[src/verilog/bit_test_skip_params.svh]
`ifndef BIT_TEST_SKIP_PARAMS_SVH
`define BIT_TEST_SKIP_PARAMS_SVH

// Instruction word layout
`define INSN_W          12
`define OPC_HI          11
`define OPC_LO          8
`define BSEL_HI         7
`define BSEL_LO         5
`define FADDR_HI        4
`define FADDR_LO        0
`define OPC_SKIP_ZERO   4'h6
`define OPC_SKIP_ONE    4'h7
`define NOP_WORD        12'h000

`endif

[src/verilog/bit_test_skip_pkg.sv]
package bit_test_skip_pkg;
  typedef logic [11:0] insn_t;
  typedef logic [4:0]  faddr_t;
  typedef logic [7:0]  data_t;

  typedef enum logic [1:0] {
    ST_RUN    = 2'h0,
    ST_CANCEL = 2'h1
  } exec_state_e;

  // Result of decoding one instruction word
  typedef struct packed {
    logic   is_test;
    logic   want_one;
    logic [2:0] bsel;
    faddr_t faddr;
  } decode_s;
endpackage : bit_test_skip_pkg

[src/verilog/bit_test_decode.sv]
`timescale 1ns/1ps
`include "bit_test_skip_params.svh"

module bit_test_decode (
  input  wire bit_test_skip_pkg::insn_t   insn_in,
  output bit_test_skip_pkg::decode_s      dec_out
);
  import bit_test_skip_pkg::*;

  logic [3:0] opc;

  assign opc = insn_in[`OPC_HI:`OPC_LO];

  always_comb begin
    dec_out.is_test  = (opc == `OPC_SKIP_ZERO) || (opc == `OPC_SKIP_ONE);
    dec_out.want_one = (opc == `OPC_SKIP_ONE);
    dec_out.bsel     = insn_in[`BSEL_HI:`BSEL_LO];
    dec_out.faddr    = insn_in[`FADDR_HI:`FADDR_LO];
  end
endmodule : bit_test_decode

[src/verilog/bit_test_skip_exec.sv]
`timescale 1ns/1ps
`include "bit_test_skip_params.svh"

// How it works
// - Opcode 0110 decodes bit and register; skip when that bit is 0.
// - Zero-skip replaces prefetched word by a no-op: two cycles, else one.
// - Opcode 0111 decodes bit and register; skip when that bit is 1.
// - One-skip replaces prefetched word by a no-op: two cycles, else one.

module bit_test_skip_exec (
  input  wire logic                       CLK_SYS_IN,
  input  wire logic                       SYS_RST_IN,
  input  wire bit_test_skip_pkg::insn_t   FETCH_INSN_IN,
  input  wire logic                       FETCH_VALID_IN,
  input  wire bit_test_skip_pkg::data_t   FILE_RDATA_IN,
  output bit_test_skip_pkg::faddr_t       FILE_ADDR_OUT,
  output logic                            FILE_WE_OUT,
  output logic                            STATUS_WE_OUT,
  output bit_test_skip_pkg::insn_t        EXEC_INSN_OUT,
  output logic                            EXEC_VALID_OUT,
  output logic                            SKIP_OUT
);
  import bit_test_skip_pkg::*;

  ////////////////////////////////////////////////////////////////////////////
  // Local signals

  decode_s                       dec;
  exec_state_e                   state_q;
  exec_state_e                   state_d;
  insn_t                         cur_q;
  logic                          cur_valid_q;
  logic [$bits(data_t)-1:0]      bit_hit;
  logic                          bit_val;
  logic                          test_live;
  logic                          cond_met;
  logic                          cancel_now;
  logic                          skip_now;
  insn_t                         exec_insn_d;
  faddr_t                        file_addr_d;

  ////////////////////////////////////////////////////////////////////////////
  // Decode of the word entering execution

  bit_test_decode u_decode (
    .insn_in (cur_q),
    .dec_out (dec)
  );

  ////////////////////////////////////////////////////////////////////////////
  // Pipeline: word fetched last cycle executes this cycle

  always_ff @(posedge CLK_SYS_IN) begin
    if (SYS_RST_IN) begin
      cur_q <= `NOP_WORD;
    end else begin
      cur_q <= FETCH_INSN_IN;
    end
  end

  always_ff @(posedge CLK_SYS_IN) begin
    if (SYS_RST_IN) begin
      cur_valid_q <= 1'b0;
    end else begin
      cur_valid_q <= FETCH_VALID_IN;
    end
  end

  ////////////////////////////////////////////////////////////////////////////
  // Bit select, one term per data bit

  genvar gi;
  generate
    for (gi = 0; gi < $bits(data_t); gi++) begin : g_bit_sel
      assign bit_hit[gi] = FILE_RDATA_IN[gi] && (dec.bsel == 3'(gi));
    end
  endgenerate

  assign bit_val = |bit_hit;

  ////////////////////////////////////////////////////////////////////////////
  // Skip condition

  // A word sitting in the cancelled slot is never evaluated
  assign cancel_now = (state_q == ST_CANCEL);
  assign test_live  = cur_valid_q && dec.is_test && !cancel_now;
  assign cond_met   = (bit_val == dec.want_one);
  assign skip_now   = test_live && cond_met;

  ////////////////////////////////////////////////////////////////////////////
  // Next values of the outputs

  assign file_addr_d = FETCH_INSN_IN[`FADDR_HI:`FADDR_LO];
  assign exec_insn_d = cancel_now ? `NOP_WORD : cur_q;

  ////////////////////////////////////////////////////////////////////////////
  // Execution state

  always_comb begin
    case (state_q)
      ST_RUN:    state_d = skip_now ? ST_CANCEL : ST_RUN;
      ST_CANCEL: state_d = ST_RUN;
      default:   state_d = ST_RUN;
    endcase
  end

  always_ff @(posedge CLK_SYS_IN) begin
    if (SYS_RST_IN) begin
      state_q <= ST_RUN;
    end else begin
      state_q <= state_d;
    end
  end

  ////////////////////////////////////////////////////////////////////////////
  // Register file address

  always_ff @(posedge CLK_SYS_IN) begin
    if (SYS_RST_IN) begin
      FILE_ADDR_OUT <= '0;
    end else begin
      FILE_ADDR_OUT <= file_addr_d;
    end
  end

  ////////////////////////////////////////////////////////////////////////////
  // Executed word

  always_ff @(posedge CLK_SYS_IN) begin
    if (SYS_RST_IN) begin
      EXEC_INSN_OUT <= `NOP_WORD;
    end else begin
      EXEC_INSN_OUT <= exec_insn_d;
    end
  end

  // Cancelled slot stays valid: it executes as a no-op
  always_ff @(posedge CLK_SYS_IN) begin
    if (SYS_RST_IN) begin
      EXEC_VALID_OUT <= 1'b0;
    end else begin
      EXEC_VALID_OUT <= cur_valid_q;
    end
  end

  ////////////////////////////////////////////////////////////////////////////
  // Skip pulse

  always_ff @(posedge CLK_SYS_IN) begin
    if (SYS_RST_IN) begin
      SKIP_OUT <= 1'b0;
    end else begin
      SKIP_OUT <= skip_now;
    end
  end

  ////////////////////////////////////////////////////////////////////////////
  // Write enables, never raised

  always_ff @(posedge CLK_SYS_IN) begin
    FILE_WE_OUT <= 1'b0;
  end

  always_ff @(posedge CLK_SYS_IN) begin
    STATUS_WE_OUT <= 1'b0;
  end
endmodule : bit_test_skip_exec

[config.mk]
export PLATFORM = sky130hd
export DESIGN_NAME = bit_test_skip_exec
export DESIGN_NICKNAME = d
export VERILOG_FILES = /design/src/verilog/bit_test_skip_pkg.sv /design/src/verilog/bit_test_decode.sv /design/src/verilog/bit_test_skip_exec.sv
export VERILOG_INCLUDE_DIRS = /design/src /design/src/verilog
export SDC_FILE = /design/constraint.sdc
export NUM_CORES = 1
export LEC_CHECK = 0
export BUFFER_PORTS_ARGS = -buffer_cell sky130_fd_sc_hd__buf_2
export CELL_PAD_IN_SITES_DETAIL_PLACEMENT = 0
export CELL_PAD_IN_SITES_GLOBAL_PLACEMENT = 1
export CORE_MARGIN = 5
export CORE_UTILIZATION = 35
export CTS_BUF_LIST = sky130_fd_sc_hd__clkbuf_4
export DETAILED_ROUTE_END_ITERATION = 12
export HOLD_SLACK_MARGIN = 0.1
export PLACE_DENSITY_LB_ADDON = 0.1
export SYNTH_ARGS = -nofsm -noshare
export SYNTH_HDL_FRONTEND = slang
export SYNTH_SLANG_ARGS = --single-unit
[constraint.sdc]
create_clock -name CLK_SYS_IN -period 1.7 [get_ports CLK_SYS_IN]
set_input_delay 0.085 -clock CLK_SYS_IN [delete_from_list [all_inputs] [get_ports CLK_SYS_IN]]
set_output_delay 0.085 -clock CLK_SYS_IN [all_outputs]
set_load 0.005 [all_outputs]
# --- Word-level counts from Yosys, hierarchy flattened ---
# Index checks and enable logic that the tools add are counted.
op_classes:
  bitwise: 1
  eq_ne: 11
  mux: 1
  n_reduce_logical: 18
op_table:
  columns: ["operator", "n"]
  rows:
  - ["3-bit == test (second input constant)", 4]
  - ["1-bit logical AND", 11]
  - ["4-bit by 3-bit == test with 1-bit output (second input constant)", 2]
  - ["8-bit OR reduction", 1]
  - ["3-bit by 2-bit == test with 1-bit output (second input constant)", 2]
  - ["2-bit OR reduction", 2]
  - ["3-bit by 1-bit == test with 1-bit output (second input constant)", 1]
  - ["3-bit logical NOT", 1]
  - ["2-bit by 1-bit == test with 1-bit output (second input constant)", 1]
  - ["2-bit logical NOT", 1]
  - ["1-bit == test", 1]
  - ["1-bit logical NOT", 1]
  - ["1-bit logical OR", 1]
  - ["1-bit 2-to-1 mux", 1]
  - ["1-bit inverter", 1]
word_totals:
  reg_bits: 34
  word_cells: 38
  out_inout_bits: 21

# --- Depth between registers and ports, before layout ---
logic_depth:
  ltp_word: 6
  ltp_mapped: 4
  ltp_nobuf: 3

# --- Modules after synthesis ---
# A second synthesis with hierarchy kept.
hier_totals:
  cells_unflattened: 85
  hier_area_um2: 979.7
modules_own_cells:
  columns: ["mod", "cells_each", "instances", "seq_area_each_um2", "area_per_inst_um2"]
  rows:
  - ["bit_test_skip_exec", 75, 1, 560.5, 899.6]
  - ["bit_test_decode", 10, 1, 0.0, 80.1]

# --- Worst setup path after synthesis ---
# No wires, ideal clock.
synth_timing:
  kind: "register to register"
  startpoint: "register cur_q[7]"
  endpoint: "register SKIP_OUT"
  arrival_ps: 1125
  synth_period_minus_slack_ps: 1245
  stages_incl_launch_ff: 5
  t_required_ps: 1579
  n_path_buf: 1
  setup_slack_ps: 455
  path_cell_list: "dfxtp_1 -> buf_6 -> mux2i_1 -> mux4_2 -> mux2i_1"
synth_between:
  elab_chain_cells: 5
synth_lines:
  columns: ["item", "line_no", "rtl"]
  rows:
  - ["from (decl)", "bit_test_skip_exec.sv:31", "insn_t cur_q;"]
  - ["from (signal assigned)", "bit_test_skip_exec.sv:55", "cur_q <= `NOP_WORD;"]
  - ["3-bit by 1-bit == test with 1-bit output (tied with other cells)", "bit_test_skip_exec.sv:75", "assign bit_hit[gi] = FILE_RDATA_IN[gi] && (dec.bsel == 3'(gi));"]
  - ["1-bit logical AND", "bit_test_skip_exec.sv:75", null]
  - ["8-bit OR reduction *", "bit_test_skip_exec.sv:79", "assign bit_val = |bit_hit;"]
  - ["1-bit == test *", "bit_test_skip_exec.sv:87", "assign cond_met = (bit_val == dec.want_one);"]
  - ["1-bit logical AND *", "bit_test_skip_exec.sv:88", "assign skip_now = test_live && cond_met;"]
  - ["to (signal assigned)", "bit_test_skip_exec.sv:153", "SKIP_OUT <= skip_now;"]
  - ["to (decl)", "bit_test_skip_exec.sv:21", "output logic SKIP_OUT"]
# Mark *: on every way between the ends. The rest lies on a longest branch, timed or not.
# A chain may end at the register's enable or synchronous reset.

# --- Worst setup path in the final report ---
# Ends and elaborated chain as after synthesis.

==> impl_summary.md <==
Layout
After routing the design area is 1270 µm². The final layout contains 150 nets. The layout overhead on the synthesized area is 40.2%. The number of antenna diodes in the final layout is 0. The fraction of layout instances using a drive strength above 1 is 38.1%.

Logic synthesis
Of the synthesized area, sequential elements account for 61.6%. Ranked by total cell area, the synthesized netlist is headed by sky130_fd_sc_hd__dfxtp_1 62%, sky130_fd_sc_hd__nor2b_1 9.6%, sky130_fd_sc_hd__and2_1 7.6%. Counting flops with an async set or reset pin after synthesis yields a share of 0%.

The yosys synthesis warning count is 0. The cell area that synthesis handed to floorplanning was 910 µm². The gate count after technology mapping is 76. The commonest cells after synthesis are 28 x sky130_fd_sc_hd__dfxtp_1, 14 x sky130_fd_sc_hd__nor2b_1, 11 x sky130_fd_sc_hd__and2_1, 7 x sky130_fd_sc_hd__buf_4, 6 x sky130_fd_sc_hd__mux2i_1. The count of unique library cells instantiated by Yosys is 14.

The synthesized design spends more area on one cell type than any other, namely sky130_fd_sc_hd__dfxtp_1. The dominant cell by count in the synthesized netlist is sky130_fd_sc_hd__dfxtp_1. The flop and latch count out of synthesis is 28. The mean area per synthesized cell is 12.0 µm². The top cell type's share of synthesized area is 61.6%. The most used flip-flop cell after synthesis is sky130_fd_sc_hd__dfxtp_1. The synthesized design contains 0 enable-type register cells.

Worst setup path
The reg-to-reg setup timing slack is 0.38 ns. The worst register-to-register path begins at cur_q[7]$_SDFF_PP0_. The data arrival time at the worst-slack endpoint is 1.55 ns. The critical path contains buffers and inverters numbering 0 combined. The critical register-to-register path endpoint is SKIP_OUT$_SDFF_PP0_. The largest single stage delay on the critical path is 0.51 ns. The cell type with the highest occurrence count on the critical path is sky130_fd_sc_hd__mux2i_1. The kind of critical path is flip-flop to flip-flop. Data on the critical path is required at its endpoint by 1.93 ns.

The worst setup path is launched from a flip-flop. The largest fanout of any net on the critical path is 5. The critical path goes through mux2i_1 -> mux4_2 -> mux2i_1. The worst setup path is captured at a flip-flop. The slowest stage of the critical path is the sky130_fd_sc_hd__mux4_2 cell. The logic depth of the worst register-to-register path is 3.

The critical path's top delay family is multiplexers.

Timing
The number of failing hold endpoints at the final stage was 0. The final cycle utilization of the critical path is 77.6%. The top achievable clock speed is 0.758 GHz. The final-report max-slew violation count is 0. The clock arrives with 0.00176 ns of skew. The total negative slack is 0 ns.

The total of endpoints with negative setup slack in the final report is 0. The routed design could run at a clock period as short as 1.32 ns. Setup repair after global routing left no endpoint under its margin.

Floorplan
The die extent in y is 61.0 µm. The cell row count is 18. The floorplan die width is 61.0 µm. The starting density of the core is 36.7%.

The region available for standard cell placement spans 2480 µm². The floorplan die area is 3720 µm². The I/O pin count is 44.

CTS
The CTS sink count is 28. CTS built an H-tree with a depth of 1. Clock-pin slew was measured on the worst setup and hold paths at 0.14 ns. The post-cts resize count is 0. Clock latency on the worst-skew pair, taken at its later pin, is 0.32 ns. The root cell of the clock tree is sky130_fd_sc_hd__clkbuf_4. The total CTS buffers is 3.

The clock tree from TritonCTS is built. The maximum buffer depth of the clock tree is 2.

Route
The via count normalized by instance count is 4.16. In the final routed layout, each cell accounts on average for 10.8 µm. The first detailed-routing pass took 3 iterations. In this run the remaining antenna-violating nets after routing total 0. The via count is 649. The detailed router finished its first iteration with 8 violations. After detailed routing, the total wire length is 1680 µm. The DRC violation count after routing is 0.

Place
Summing all placed instances gives a cell area of 1090 µm². The HPWL reported at the end of detailed placement is 1230 µm. The congestion estimate from routability-driven global placement came to 0.625. The count of buffers added on input and output ports is 41.

Outcome
The flow ran to the end, and the final reports show no timing, DRC or antenna violations.

Global route
The total overflow reported by the global router is 0. The first global-routing pass estimated 2570 µm of wire. The via count of the first global-routing pass is 623. The combined global-route utilization of all metal layers is 9.69%. The pin count of the biggest net entering global routing is 17. The number of antenna violations at the first check in global routing is 0.

Worst hold path
The start point of the worst hold path is SYS_RST_IN. The worst hold path terminates at cur_q[11]$_SDFF_PP0_. The path class of the lowest-slack min-delay path is input port to flip-flop. Counting instances, the worst hold path has a depth of 2.

Power
The static leakage power is 0.617 nW. The maximum VDD drop is 650 µV. The power density relative to cell area is 971 nW/µm².

Run
The max-capacitance violation count is 0.
==> layout make-up <==
type / count / area (µm²)
fillers: 251 / 1200
repair buffers: 55 / 343
well taps: 30 / 37.5
multi-input cells: 39 / 282
flip-flops and latches: 28 / 561
clock inverters: 1 / 30.0
clock buffers: 3 / 22.5
==> cells in the final DEF, fill, tap and decap left out <==
cell	netlist	routed
sky130_fd_sc_hd__and3b_1	1	1
sky130_fd_sc_hd__and2_1	11	11
sky130_fd_sc_hd__nand4b_1	1	1
sky130_fd_sc_hd__mux2i_1	6	6
sky130_fd_sc_hd__buf_4	7	1
sky130_fd_sc_hd__buf_2	0	41
sky130_fd_sc_hd__nor2_1	1	1
sky130_fd_sc_hd__mux4_2	1	1
sky130_fd_sc_hd__clkbuf_4	0	3
sky130_fd_sc_hd__dfxtp_1	28	28
sky130_fd_sc_hd__nor2b_1	14	14
sky130_fd_sc_hd__dlygate4sd3_1	0	13
sky130_fd_sc_hd__bufinv_16	0	1
sky130_fd_sc_hd__conb_1	1	2
sky130_fd_sc_hd__and2_2	1	1
sky130_fd_sc_hd__nand4_1	1	1
==> state kept, by name (all words and copies together), names as in the netlist <==
signal,count
EXEC_INSN_OUT,12
EXEC_VALID_OUT,1
SKIP_OUT,1
cur_q,12
cur_valid_q,1
state_q,1
==> worst max path at each step <==
stage	start	slack (ns)	cells after the start	to
global placement	cur_q[7]$_SDFF_PP0_	0.43	3	SKIP_OUT$_SDFF_PP0_
finish	cur_q[7]$_SDFF_PP0_	0.38	3	SKIP_OUT$_SDFF_PP0_
floorplan	cur_q[7]$_SDFF_PP0_	0.45	4	SKIP_OUT$_SDFF_PP0_
detailed placement	cur_q[7]$_SDFF_PP0_	0.38	3	SKIP_OUT$_SDFF_PP0_
global route	cur_q[7]$_SDFF_PP0_	0.34	3	state_q[0]$_SDFF_PP0_
CTS	cur_q[7]$_SDFF_PP0_	0.37	3	SKIP_OUT$_SDFF_PP0_
==> what timing repair did <==
| action | in CTS | in global routing |
|---|---|---|
| hold buffers | 13 | 0 |
| endpoints found under the hold margin | 13 | 0 |
| buffers inserted | 0 | 0 |
==> power breakdown <==
group	leakage, nW	switching [W]	total [W]	internal (W)
Combinational	0.357	0.0000388	0.000114	0.0000757
Sequential	0.231	0.0000112	0.000696	0.000685
Clock	0.0279	0.000189	0.000428	0.000238
Total	0.617	0.000239	0.00124	0.000999
==> through the flow <==
step	util, %	setup slack [ns]	cells	hold WS, ns	power (W)
floorplan	-	0.455	77	0.157	0.000767
global placement	44.1	0.430	139	0.294	0.000803
detailed placement	44.1	0.385	139	0.298	0.000805
CTS	51.5	0.371	156	0.107	0.00126
global route	51.5	0.337	156	0.116	0.00129
finish	51.5	0.380	156	0.108	0.00124
==> kinds of logic (layout without fill, tap and decap cells) <==
kind of cell | Yosys count | count (layout) | synth area share, %
buffers and inverters | 10 | 59 | 7.84
DFF | 28 | 28 | 61.6
muxes | 7 | 7 | 9.08
other | 1 | 2 | 0.412
and+or+nand+nor | 30 | 30 | 21.0
==> metal layers <==
| metal | wire length, µm | vias to the layer above | global-route usage, % |
|---|---|---|---|
| met3 | 179 | 2 | 2.98 |
| li1 | - | 329 | - |
| met2 | 834 | 22 | 15.9 |
| met1 | 649 | 296 | 11.1 |
| met5 | 0 | - | 0 |
| met4 | 15 | 0 | 5.57 |
(Power assumes the default switching activity.)
